File: config.mk
export PLATFORM = sky130hd
export DESIGN_NAME = io_port_macrocell_access
export DESIGN_NICKNAME = d
export VERILOG_FILES = /design/src/design/io_port_pkg.sv /design/src/design/io_port_macrocell_access.sv
export SDC_FILE = /design/constraint.sdc
export NUM_CORES = 1
export LEC_CHECK = 0
export BUFFER_PORTS_ARGS = -buffer_cell sky130_fd_sc_hd__clkbuf_2
export CORE_MARGIN = 1
export CORE_UTILIZATION = 45
export DETAILED_ROUTE_END_ITERATION = 6
export PLACE_DENSITY = 0.78
export SYNTH_ARGS = -nofsm -noshare
export SYNTH_HDL_FRONTEND = slang
export SYNTH_SLANG_ARGS = --single-unit
File: constraint.sdc
create_clock -name ref_clk -period 2.3 [get_ports ref_clk]
set_input_delay 0 -clock ref_clk [delete_from_list [all_inputs] [get_ports ref_clk]]
set_output_delay 0 -clock ref_clk [all_outputs]
set_load 0.005 [all_outputs]
File: src/design/io_port_pkg.sv
// Constants for the four-port I/O block: register offsets inside the
// I/O register space, widths and port sizes.
// Assumes the microcontroller decodes the I/O register space base itself.
package io_port_pkg;
	localparam int DATA_W = 8;
	localparam int PORT_D_W = 3;
	localparam int CELL_W = 16;
	localparam int ICELL_W = 24;
	localparam int ADDR_W = 5;
	// Register offsets within the I/O register space
	localparam logic [4:0] PIN_IN_A = 5'h00;
	localparam logic [4:0] PIN_IN_B = 5'h01;
	localparam logic [4:0] PIN_IN_C = 5'h02;
	localparam logic [4:0] PIN_IN_D = 5'h03;
	localparam logic [4:0] PIN_OUT_A = 5'h04;
	localparam logic [4:0] PIN_OUT_B = 5'h05;
	localparam logic [4:0] PIN_OUT_C = 5'h06;
	localparam logic [4:0] PIN_OUT_D = 5'h07;
	localparam logic [4:0] OCELL_A = 5'h08;
	localparam logic [4:0] OCELL_B = 5'h09;
	localparam logic [4:0] OCELL_C = 5'h0a;
	localparam logic [4:0] OBLOCK_A = 5'h0c;
	localparam logic [4:0] OBLOCK_B = 5'h0d;
	localparam logic [4:0] OBLOCK_C = 5'h0e;
	localparam logic [4:0] ICELL_A = 5'h10;
	localparam logic [4:0] ICELL_B = 5'h11;
	localparam logic [4:0] ICELL_C = 5'h12;
	localparam logic [4:0] DRV_EN_A = 5'h14;
	localparam logic [4:0] DRV_EN_B = 5'h15;
	localparam logic [4:0] DRV_EN_C = 5'h16;
	// Reset values
	localparam logic [7:0] BLOCK_RST = 8'h00;
	localparam logic [7:0] DATA_RST = 8'h00;
	localparam logic [7:0] UNMAPPED_RD = 8'h00;
	// Port A/B pins that may be open drain start here
	localparam int OD_LOW_BIT = 4;
	localparam int SLEW_W = 4;
endpackage

File: src/design/io_port_macrocell_access.sv
// Four-port I/O block: port data registers, output and input logic cells,
// pin drivers, external selects and the chip-select input.
// Assumes a synchronous microcontroller register port on ref_clk and
// configuration bits supplied by a separate configuration block.
`timescale 1ns/1ps
`default_nettype none
module io_port_macrocell_access
	import io_port_pkg::*;
(
	input wire logic ref_clk,
	input wire logic rst_n,
	input wire logic clk_en,
	input wire logic io_register_space,
	input wire logic [4:0] bus_addr,
	input wire logic bus_wr,
	input wire logic bus_rd,
	input wire logic [7:0] bus_wdata,
	output logic [7:0] bus_rdata,
	input wire logic [7:0] port_a_in,
	output logic [7:0] port_a_out,
	output logic [7:0] port_a_oe,
	input wire logic [7:0] port_b_in,
	output logic [7:0] port_b_out,
	output logic [7:0] port_b_oe,
	input wire logic [7:0] port_c_in,
	output logic [7:0] port_c_out,
	output logic [7:0] port_c_oe,
	input wire logic [2:0] port_d_in,
	output logic [2:0] port_d_out,
	output logic [2:0] port_d_oe,
	input wire logic [7:0] dir_a,
	input wire logic [7:0] dir_b,
	input wire logic [7:0] dir_c,
	input wire logic [2:0] dir_d,
	input wire logic [7:0] drive_a,
	input wire logic [7:0] drive_b,
	input wire logic [7:0] drive_c,
	input wire logic [2:0] drive_d,
	input wire logic [7:0] oe_term_a,
	input wire logic [7:0] oe_term_b,
	input wire logic [7:0] oe_term_c,
	input wire logic [7:0] cell_on_a,
	input wire logic [7:0] cell_on_b,
	input wire logic [7:0] cell_on_c,
	input wire logic b_uses_second_group,
	input wire logic [15:0] cell_d_in,
	input wire logic [23:0] icell_store_mode,
	input wire logic data_port_mode,
	input wire logic periph_mode,
	input wire logic periph_sel,
	input wire logic dbe_select,
	input wire logic battery_on_select,
	input wire logic battery_low,
	input wire logic [2:0] ecs_enable,
	input wire logic [2:0] ecs_term,
	input wire logic [2:0] ecs_active_low,
	input wire logic [2:0] ecs_oe_term,
	input wire logic [2:0] ecs_oe_from_term,
	input wire logic [2:0] d_dedicated,
	output logic [23:0] input_logic_cell,
	output logic [2:0] d_direct,
	output logic [15:0] output_logic_cell,
	output logic address_strobe_in,
	output logic data_byte_enable,
	output logic memories_disable,
	output logic [3:0] fast_slew_a,
	output logic [3:0] fast_slew_b,
	output logic [2:0] fast_slew_d
);
	// ****************************************
	// Helper functions
	// ****************************************
	// Write hit on one register offset
	function automatic logic wr_hit(input logic en, input logic [4:0] a, input logic [4:0] o);
		wr_hit = en && (a == o);
	endfunction
	// Open-drain driver: drive only low, release for high; returns {out, oe}
	function automatic logic [1:0] drv(input logic val, input logic oe, input logic od);
		drv = od ? {1'b0, oe & ~val} : {val, oe};
	endfunction

	// ****************************************
	// Pin synchronisers and logic clock edge
	// ****************************************
	logic [27:0] sync1_reg, sync2_reg, sync1_next, sync2_next;
	logic lclk_old_reg, lclk_old_next;
	logic [27:0] pin_s;
	logic lclk_rise, csi_block, acc_wr, acc_rd;
	assign pin_s = sync2_reg;
	assign lclk_rise = pin_s[25] && !lclk_old_reg && d_dedicated[1];
	assign csi_block = pin_s[26] && d_dedicated[2];
	assign acc_wr = clk_en && io_register_space && bus_wr && !csi_block;
	assign acc_rd = clk_en && io_register_space && bus_rd && !csi_block;
	// Next values of the synchroniser chain
	always_comb begin
		sync1_next = {battery_low, port_d_in, port_c_in, port_b_in, port_a_in};
		sync2_next = sync1_reg;
		lclk_old_next = pin_s[25];
	end
	// Synchroniser registers
	always_ff @(posedge ref_clk or negedge rst_n) begin
		if (!rst_n) begin
			sync1_reg <= 28'h0000000;
			sync2_reg <= 28'h0000000;
			lclk_old_reg <= 1'b0;
		end else if (clk_en) begin
			sync1_reg <= sync1_next;
			sync2_reg <= sync2_next;
			lclk_old_reg <= lclk_old_next;
		end
	end

	// ****************************************
	// Register file and logic cells
	// ****************************************
	logic [7:0] out_a_reg, out_b_reg, out_c_reg, out_a_next, out_b_next, out_c_next;
	logic [2:0] out_d_reg, out_d_next;
	logic [7:0] blk_a_reg, blk_b_reg, blk_c_reg, blk_a_next, blk_b_next, blk_c_next;
	logic [15:0] cell_reg, cell_next;
	logic [23:0] icell_reg, icell_next;
	logic [7:0] rdata_reg, rdata_next, cell_b_view;
	assign cell_b_view = b_uses_second_group ? cell_reg[15:8] : cell_reg[7:0];
	// Bus writes, cell loading and read mux
	always_comb begin
		out_a_next = out_a_reg;
		out_b_next = out_b_reg;
		out_c_next = out_c_reg;
		out_d_next = out_d_reg;
		blk_a_next = blk_a_reg;
		blk_b_next = blk_b_reg;
		blk_c_next = blk_c_reg;
		cell_next = cell_reg;
		rdata_next = rdata_reg;
		// cells load on logic clock edge
		if (lclk_rise)
			cell_next = cell_d_in;
		if (wr_hit(acc_wr, bus_addr, PIN_OUT_A)) out_a_next = bus_wdata;
		if (wr_hit(acc_wr, bus_addr, PIN_OUT_B)) out_b_next = bus_wdata;
		if (wr_hit(acc_wr, bus_addr, PIN_OUT_C)) out_c_next = bus_wdata;
		if (wr_hit(acc_wr, bus_addr, PIN_OUT_D)) out_d_next = bus_wdata[2:0];
		if (wr_hit(acc_wr, bus_addr, OBLOCK_A)) blk_a_next = bus_wdata;
		if (wr_hit(acc_wr, bus_addr, OBLOCK_B)) blk_b_next = bus_wdata;
		if (wr_hit(acc_wr, bus_addr, OBLOCK_C)) blk_c_next = bus_wdata;
		if (wr_hit(acc_wr, bus_addr, OCELL_A))
			cell_next[7:0] = (cell_next[7:0] & blk_a_reg) | (bus_wdata & ~blk_a_reg);
		if (wr_hit(acc_wr, bus_addr, OCELL_C))
			cell_next[15:8] = (cell_next[15:8] & blk_c_reg) | (bus_wdata & ~blk_c_reg);
		// port B reaches the group it carries
		if (wr_hit(acc_wr, bus_addr, OCELL_B)) begin
			if (b_uses_second_group)
				cell_next[15:8] = (cell_next[15:8] & blk_b_reg) | (bus_wdata & ~blk_b_reg);
			else
				cell_next[7:0] = (cell_next[7:0] & blk_b_reg) | (bus_wdata & ~blk_b_reg);
		end
		if (acc_rd) begin
			case (bus_addr)
				PIN_IN_A: rdata_next = pin_s[7:0];
				PIN_IN_B: rdata_next = pin_s[15:8];
				PIN_IN_C: rdata_next = pin_s[23:16];
				PIN_IN_D: rdata_next = {5'h00, pin_s[26:24]};
				PIN_OUT_A: rdata_next = out_a_reg;
				PIN_OUT_B: rdata_next = out_b_reg;
				PIN_OUT_C: rdata_next = out_c_reg;
				PIN_OUT_D: rdata_next = {5'h00, out_d_reg};
				OCELL_A: rdata_next = cell_reg[7:0];
				OCELL_B: rdata_next = cell_b_view;
				OCELL_C: rdata_next = cell_reg[15:8];
				OBLOCK_A: rdata_next = blk_a_reg;
				OBLOCK_B: rdata_next = blk_b_reg;
				OBLOCK_C: rdata_next = blk_c_reg;
				ICELL_A: rdata_next = icell_reg[7:0];
				ICELL_B: rdata_next = icell_reg[15:8];
				ICELL_C: rdata_next = icell_reg[23:16];
				DRV_EN_A: rdata_next = port_a_oe;
				DRV_EN_B: rdata_next = port_b_oe;
				DRV_EN_C: rdata_next = port_c_oe;
				default: rdata_next = UNMAPPED_RD;
			endcase
		end
	end
	// Input cells: store on clock edge or pass while logic clock high
	always_comb begin
		icell_next = icell_reg;
		for (int i = 0; i < ICELL_W; i++) begin
			if (icell_store_mode[i]) begin
				if (lclk_rise)
					icell_next[i] = pin_s[i];
			end else if (pin_s[25]) begin
				icell_next[i] = pin_s[i];
			end
		end
	end
	// Register file storage
	always_ff @(posedge ref_clk or negedge rst_n) begin
		if (!rst_n) begin
			out_a_reg <= DATA_RST;
			out_b_reg <= DATA_RST;
			out_c_reg <= DATA_RST;
			out_d_reg <= 3'h0;
			blk_a_reg <= BLOCK_RST;
			blk_b_reg <= BLOCK_RST;
			blk_c_reg <= BLOCK_RST;
			cell_reg <= 16'h0000;
			icell_reg <= 24'h000000;
			rdata_reg <= UNMAPPED_RD;
		end else if (clk_en) begin
			out_a_reg <= out_a_next;
			out_b_reg <= out_b_next;
			out_c_reg <= out_c_next;
			out_d_reg <= out_d_next;
			blk_a_reg <= blk_a_next;
			blk_b_reg <= blk_b_next;
			blk_c_reg <= blk_c_next;
			cell_reg <= cell_next;
			icell_reg <= icell_next;
			rdata_reg <= rdata_next;
		end
	end
	assign bus_rdata = rdata_reg;
	// input cells go to the logic input bus
	assign input_logic_cell = icell_reg;
	assign output_logic_cell = cell_reg;

	// ****************************************
	// Pin drivers
	// ****************************************
	logic [26:0] pout_reg, pout_next, poe_reg, poe_next;
	logic [13:0] misc_reg, misc_next;
	logic [1:0] d2;
	// Pin values and enables
	always_comb begin
		pout_next = 27'h0000000;
		poe_next = 27'h0000000;
		d2 = 2'b00;
		for (int i = 0; i < DATA_W; i++) begin
			// value driven when direction or term set
			// high A/B pins open drain, low pins slew
			// first group on A, B either, second on C
			d2 = drv(cell_on_a[i] ? cell_reg[i] : out_a_reg[i], dir_a[i] | oe_term_a[i],
				(i >= OD_LOW_BIT) && drive_a[i]);
			{pout_next[i], poe_next[i]} = d2;
			d2 = drv(cell_on_b[i] ? cell_b_view[i] : out_b_reg[i], dir_b[i] | oe_term_b[i],
				(i >= OD_LOW_BIT) && drive_b[i]);
			{pout_next[8+i], poe_next[8+i]} = d2;
			// port C has no address output path
			d2 = drv(cell_on_c[i] ? cell_reg[8+i] : out_c_reg[i], dir_c[i] | oe_term_c[i],
				drive_c[i]);
			{pout_next[16+i], poe_next[16+i]} = d2;
		end
		// port A returns read data as the data bus
		if (data_port_mode) begin
			// Same edge as bus_rdata, so the pins never show stale data
			pout_next[7:0] = rdata_next;
			poe_next[7:0] = {8{io_register_space && bus_rd && !csi_block}};
		// buffer mode only exists for port A
		end else if (periph_mode) begin
			pout_next[7:0] = bus_wdata;
			poe_next[7:0] = {8{periph_sel && bus_wr}};
		end
		// top pin of C taken as byte enable input
		if (dbe_select)
			poe_next[23] = 1'b0;
		if (battery_on_select) begin
			pout_next[20] = pin_s[27];
			poe_next[20] = 1'b1;
		end
		for (int j = 0; j < PORT_D_W; j++) begin
			// one term per select, own polarity
			// enable from term or direction bit
			if (ecs_enable[j]) begin
				pout_next[24+j] = ecs_term[j] ^ ecs_active_low[j];
				poe_next[24+j] = ecs_oe_from_term[j] ? ecs_oe_term[j] : dir_d[j];
			end else begin
				pout_next[24+j] = out_d_reg[j];
				poe_next[24+j] = dir_d[j];
			end
			if (d_dedicated[j])
				poe_next[24+j] = 1'b0;
		end
		// port D inputs straight to the logic
		// chip select gates the memories and blocks register reads and writes
		misc_next = {pin_s[26:24], pin_s[24] & d_dedicated[0],
			dbe_select ? pin_s[23] : 1'b1, csi_block, drive_a[3:0], drive_b[3:0]};
	end
	// Pin output registers
	always_ff @(posedge ref_clk or negedge rst_n) begin
		if (!rst_n) begin
			pout_reg <= 27'h0000000;
			poe_reg <= 27'h0000000;
			misc_reg <= 14'h0000;
		end else if (clk_en) begin
			pout_reg <= pout_next;
			poe_reg <= poe_next;
			misc_reg <= misc_next;
		end
	end
	// driver status comes from these enables
	assign {port_d_out, port_c_out, port_b_out, port_a_out} = pout_reg;
	assign {port_d_oe, port_c_oe, port_b_oe, port_a_oe} = poe_reg;
	assign {d_direct, address_strobe_in, data_byte_enable, memories_disable} = misc_reg[13:8];
	assign fast_slew_a = misc_reg[7:4];
	assign fast_slew_b = misc_reg[3:0];
	logic [2:0] slew_d_reg;
	always_ff @(posedge ref_clk or negedge rst_n) begin
		if (!rst_n)
			slew_d_reg <= 3'h0;
		else if (clk_en)
			slew_d_reg <= drive_d;
	end
	assign fast_slew_d = slew_d_reg;

	// ****************************************
	// Checks
	// ****************************************
	a_block_holds_cell: assert property (@(posedge ref_clk) disable iff (!rst_n)
		(wr_hit(acc_wr, bus_addr, OCELL_A) && !lclk_rise) |=>
		(((cell_reg[7:0] ^ $past(cell_reg[7:0])) & $past(blk_a_reg)) == 8'h00))
		else $error("blocked cell bit changed on bus write");
	a_cell_read_back: assert property (@(posedge ref_clk) disable iff (!rst_n)
		wr_hit(acc_rd, bus_addr, OCELL_C) |=> (bus_rdata == $past(cell_reg[15:8])))
		else $error("cell read does not show cell outputs");
	a_icell_store: assert property (@(posedge ref_clk) disable iff (!rst_n)
		(clk_en && icell_store_mode[0] && lclk_rise) |=> (icell_reg[0] == $past(pin_s[0])))
		else $error("input cell missed store");
	a_status_read: assert property (@(posedge ref_clk) disable iff (!rst_n)
		wr_hit(acc_rd, bus_addr, DRV_EN_B) |=> (bus_rdata == $past(port_b_oe)))
		else $error("driver status mismatch");
	a_ecs_polarity: assert property (@(posedge ref_clk) disable iff (!rst_n)
		(clk_en && ecs_enable[1]) |=> (port_d_out[1] == $past(ecs_term[1] ^ ecs_active_low[1])))
		else $error("external select polarity wrong");
	a_csi_ignores: assert property (@(posedge ref_clk) disable iff (!rst_n)
		(clk_en && csi_block && bus_wr && io_register_space) |=> $stable(out_a_reg) && $stable(blk_b_reg))
		else $error("register written while deselected");
	a_ro_write_none: assert property (@(posedge ref_clk) disable iff (!rst_n)
		(wr_hit(acc_wr, bus_addr, PIN_IN_A) && !lclk_rise) |=>
		$stable(out_a_reg) && $stable(cell_reg) && $stable(blk_a_reg))
		else $error("read-only write had an effect");
	a_pin_in_live: assert property (@(posedge ref_clk) disable iff (!rst_n)
		wr_hit(acc_rd, bus_addr, PIN_IN_B) |=> (bus_rdata == $past(pin_s[15:8])))
		else $error("pin input read mismatch");
	a_out_driven: assert property (@(posedge ref_clk) disable iff (!rst_n)
		(clk_en && dir_a[0] && !cell_on_a[0] && !data_port_mode && !periph_mode) |=>
		(port_a_oe[0] && port_a_out[0] == $past(out_a_reg[0])))
		else $error("output value not driven");
endmodule // io_port_macrocell_access
`default_nettype wire

=== After elaboration in Yosys (flattened, before gate mapping) ===
Index checks and enable logic that the tools add are counted.

* Logic and storage cells: 377
* Flip-flop bits (word level): 227

* Bitwise logic cells: 74
* Equal/unequal tests: 43
* Mux-type cells: 141
* Reduce and logical (&&, ||, !) cells: 79

{| class="wikitable"
|+ Operators by type and width
! cell !! count
|-
| $pmux W8 S20 || 1
|-
| $mux W1 || 112
|-
| $mux W8 || 10
|-
| $reduce_and A3 Y1 || 24
|-
| $and A8 B8 Y8 || 7
|-
| $ne A2 B1 Y1 const B || 24
|-
| $reduce_bool A2 Y1 || 24
|-
| $mux W16 || 2
|-
| $mux W2 || 16
|-
| $or A8 B8 Y8 || 4
|-
| $eq A5 B4 Y1 const B || 6
|-
| $eq A5 B5 Y1 const B || 6
|-
| $not A8 Y8 || 3
|-
| $or A1 B1 Y1 || 24
|-
| $logic_and A1 B1 Y1 || 21
|-
| $eq A5 B3 Y1 const B || 4
|-
| $and A1 B1 Y1 || 17
|-
| $not A1 Y1 || 16
|-
| $reduce_and A2 Y1 || 7
|-
| $eq A5 B2 Y1 const B || 2
|-
| $eq A5 B1 Y1 const B || 1
|-
| $logic_not A5 Y1 || 1
|-
| $xor A1 B1 Y1 || 3
|-
| $logic_not A1 Y1 || 2
|}

=== Depth between registers and ports, before layout ===
* Depth after elaboration: 11
* Mapped depth: 8
* Depth with buffers taken out: 6

=== Worst setup path before layout ===
No wires, ideal clock.

* Kind: register -> register
* Start point: register poe_reg[15]
* End point: register pout_reg[7]
* Required time: 2174 ps
* Library setup time: 126 ps
* Path slack: 143 ps
* Arrival time: 2031 ps
* Cell stages (with the launch flop): 7
* Cell sequence: dfrtp_1 -> mux4_2 -> nor4bb_1 -> a221o_1 -> o31a_1 -> a221o_1 -> a221o_1

* Cells in the longest elaborated chain, start to end: 3

{| class="wikitable"
|+ RTL lines
! what !! RTL line !! text
|-
| from (decl) || io_port_macrocell_access.sv:227 || <nowiki>logic [26:0] pout_reg, pout_next, poe_reg, poe_next;</nowiki>
|-
| from (signal assigned) || io_port_macrocell_access.sv:293 || <nowiki>poe_reg <= poe_next;</nowiki>
|-
| $pmux W8 S20 || io_port_macrocell_access.sv:156 || <nowiki>case (bus_addr)</nowiki>
|-
| $mux W8 || io_port_macrocell_access.sv:155 || <nowiki>if (acc_rd) begin</nowiki>
|-
| $mux W8 || io_port_macrocell_access.sv:251 || <nowiki>if (data_port_mode) begin</nowiki>
|-
| to (signal assigned) || io_port_macrocell_access.sv:292 || <nowiki>pout_reg <= pout_next;</nowiki>
|-
| to (decl) || io_port_macrocell_access.sv:227 ||
|}

Every way passes these cells.
A chain may end at the register's enable or synchronous reset.

=== Worst setup path in the final report ===
* Start point: register poe_reg[7]
* End point: register pout_reg[7]

Same word-level chain as after synthesis.

==> impl_metrics.toml <==
[sta]
fin_skew_ns = 0.0202
slew_headroom_pct = 61.4
finalSetupViolations = 0
rsz0062_at_grt = "yes"
post-route-min-period_ns = 2.25
worst_slack_ns = 0.0458
maxSlewViolCount = 0
finalSetupTns_ns = 0
fmaxAchievable_mhz = 444
hold_slack_ns = 0.0262
finalCritPeriodShare_pct = 98.0
tightest_slew_ns = 0.563
hold_viol_final = 0

[detailed_routing]
wl_per_cell_um = 24.3
dr.first_iter.drc_count = 969
vias = 11200
drc = 0
post_drt_via_cell_ratio = 5.87
ant_nets = 0
drt_wl_total_um = 46200
firstDrtPassIters = 5

[run_status]
outcome = "finished clean"

[synthesis]
synth_area_leaders = "dfrtp_1 51%, mux2_2 15%, mux2i_1 4.3%"
ys_warn_count = 0
ys.flop_type = "dfrtp_1"
synth_seq_area_share_pct = 51.3
synth.top_cell.area_share_pct = 51.3
synth_cell_types = 56
netlist_area_sq_um = 11000
async_reset_ff_share_pct = 100
synth-edff-count = 0
syn_inst = 985
yosys.area.top_type = "dfrtp_1"
syn-num-nets = 1198
ys_ff_latch = 226
syn_area_per_cell_sq_um = 11.2

[critical_path]
cpMaxStageDelayCell = "mux4_2"
worstPathArrival_ns = 2.66
worstPathCellList = "mux4_2, nor4bb_1, a221o_1, o31a_1, a221o_1, a221o_1"
reg2reg_slack_ns = 0.05
reg2reg_to = "pout_reg[7]"
r2r_cells = 6
critPathRequiredTime_ns = 2.71
cpPeakStageDelay_ns = 0.45
crit_top_cell = "a221o_1"
path_buf_inv = 0
crit_family = "compound AO/OA/AOI/OAI gates"
path_class = "reg -> reg"
r2r-start = "poe_reg[7]"
cp-start-kind = "flip-flop"
crit_fanout = 2
timing.critical_path.to_type = "flip-flop"

[cts]
htreeDepth = 1
cts_buffers = 24
clk_pin_slew_ns = 0.06
cts_sinks = 226
insertion_delay_ns = 0.53
cts_tree = "done"
cts_root_buf = "clkbuf_16"
cts_buffer_depth = 3

[place]
port_buffers = 331
post-place-ws_ns = 0.0582
dp_hpwl_um = 32300
gp_congestion = 1.02

[cells_and_area]
fin_util_pct = 68.7
final_layout_size_suffix_gt1_share_pct = 39.8
antennaDiodeCount = 0
area_growth_pct = 48.1
nets = 1781
fillCellCount = 1720

[floorplan]
io_pins = 332
dieWidth_um = 158
die_area_sq_um = 25100
core_sq_um = 23800
start_util_pct = 46.4
rows = 56
die_h_um = 158

[pwr]
p_leak_nw = 7.85
power.density_nw_per_um2 = 750
ir_drop_mv = 0.792
power_mw = 12.2

[global_routing]
grt-ovfl-total = 0
first_global_vias = 11400
antenna_found_initial = 0
grtUsageTotal_pct = 37.3
grt_max_degree = 68
grt_pass1_wl_um = 68400

[flow_run]
maxCapViolCount = 0

[min_path]
hp-class = "in -> async"
-- what timing repair did --
| item | in CTS | in global routing |
|---|---|---|
| setup endpoints to repair | 0 | 2 |
| gates resized for setup | 0 | 2 |
| hold buffers | 186 | 0 |
| endpoints found under the hold margin | 409 | 0 |
| setup buffers | 0 | 2 |
-- per-layer routing --
metal | track usage [%] | routed length, um
met2 | 63.0 | 22100
met1 | 48.1 | 19000
met5 | 0 | 0
met3 | 6.02 | 3360
met4 | 13.6 | 1700
-- cells by family after synthesis --
group	count (synthesis)	synth area share (%)
multiplexers	198	19.8
flip-flops	226	51.3
XOR/XNOR	3	0.239
buffers and inverters	84	3.07
AO/OA/AOI/OAI	265	16.3
AND/OR/NAND/NOR	209	9.25
-- through the flow --
| stage | instance area (sq um) | instances |
|---|---|---|
| 6_report | 16300 | 1905 |
| 5_1_grt | 16300 | 1905 |
| 4_1_cts | 16300 | 1903 |
| 3_5_place_dp | 13600 | 1673 |
| 3_3_place_gp | 13600 | 1673 |
| 2_1_floorplan | 11000 | 985 |
-- layout make-up --
class / instances / area, sq um / area share, %
Multi-Input combinational cell: 675 / 5030 / 30.8
Inverter: 30 / 113 / 0.690
Clock buffer: 32 / 661 / 4.05
Clock inverter: 12 / 174 / 1.07
Sequential cell: 226 / 5660 / 34.7
Tap cell: 319 / 399 / 2.45
Timing Repair Buffer: 611 / 4290 / 26.3
-- power by group --
group | switching [mW] | internal, mW
Clock | 1.63 | 2.47
Combinational | 1.30 | 1.45
Sequential | 0.776 | 4.59
Total | 3.71 | 8.52
-- worst max path at each step --
stage	from	endpoint	slack, ns	depth (start not counted)
6_report	poe_reg[7]	pout_reg[7]	0.05	6
5_1_grt	poe_reg[15]	pout_reg[7]	-0.003	6
4_1_cts	output_logic_cell[6]	poe_reg[6]	0.02	6
3_5_place_dp	poe_reg[15]	pout_reg[7]	0.06	6
3_3_place_gp	poe_reg[15]	pout_reg[7]	0.11	6
2_1_floorplan	poe_reg[15]	pout_reg[7]	0.14	6
-- Yosys cell counts (9+ instances only) --
master	n
inv_1	30
a22o_1	16
mux2i_1	47
o21ai_0	64
o22ai_1	24
o31ai_1	23
nand3_1	17
buf_2	9
a211oi_1	10
clkbuf_1	36
a21oi_1	31
nand2_1	65
nor2_1	62
nand2b_1	9
mux2_2	150
dfrtp_1	226
a22oi_1	45
-- cell usage in the layout, fill, tap and decap left out, drive strengths merged, types with 5 or more instances in the layout --
| master | instances |
|---|---|
| nand2 | 65 |
| nand3b | 7 |
| dfrtp | 226 |
| mux2 | 150 |
| nor2 | 62 |
| nand2b | 9 |
| a22oi | 45 |
| buf | 96 |
| a211oi | 10 |
| nor3 | 11 |
| mux2i | 47 |
| o22a | 5 |
| nand4 | 6 |
| clkbuf | 361 |
| o22ai | 24 |
| a22o | 16 |
| nand3 | 17 |
| clkinv | 7 |
| inv | 30 |
| a31oi | 6 |
| dlygate4sd3 | 186 |
| and3 | 8 |
| a21oi | 31 |
| o21ai | 64 |
| a21o | 7 |
| o31ai | 23 |
No activity file was read; power rests on OpenSTA's default activity.
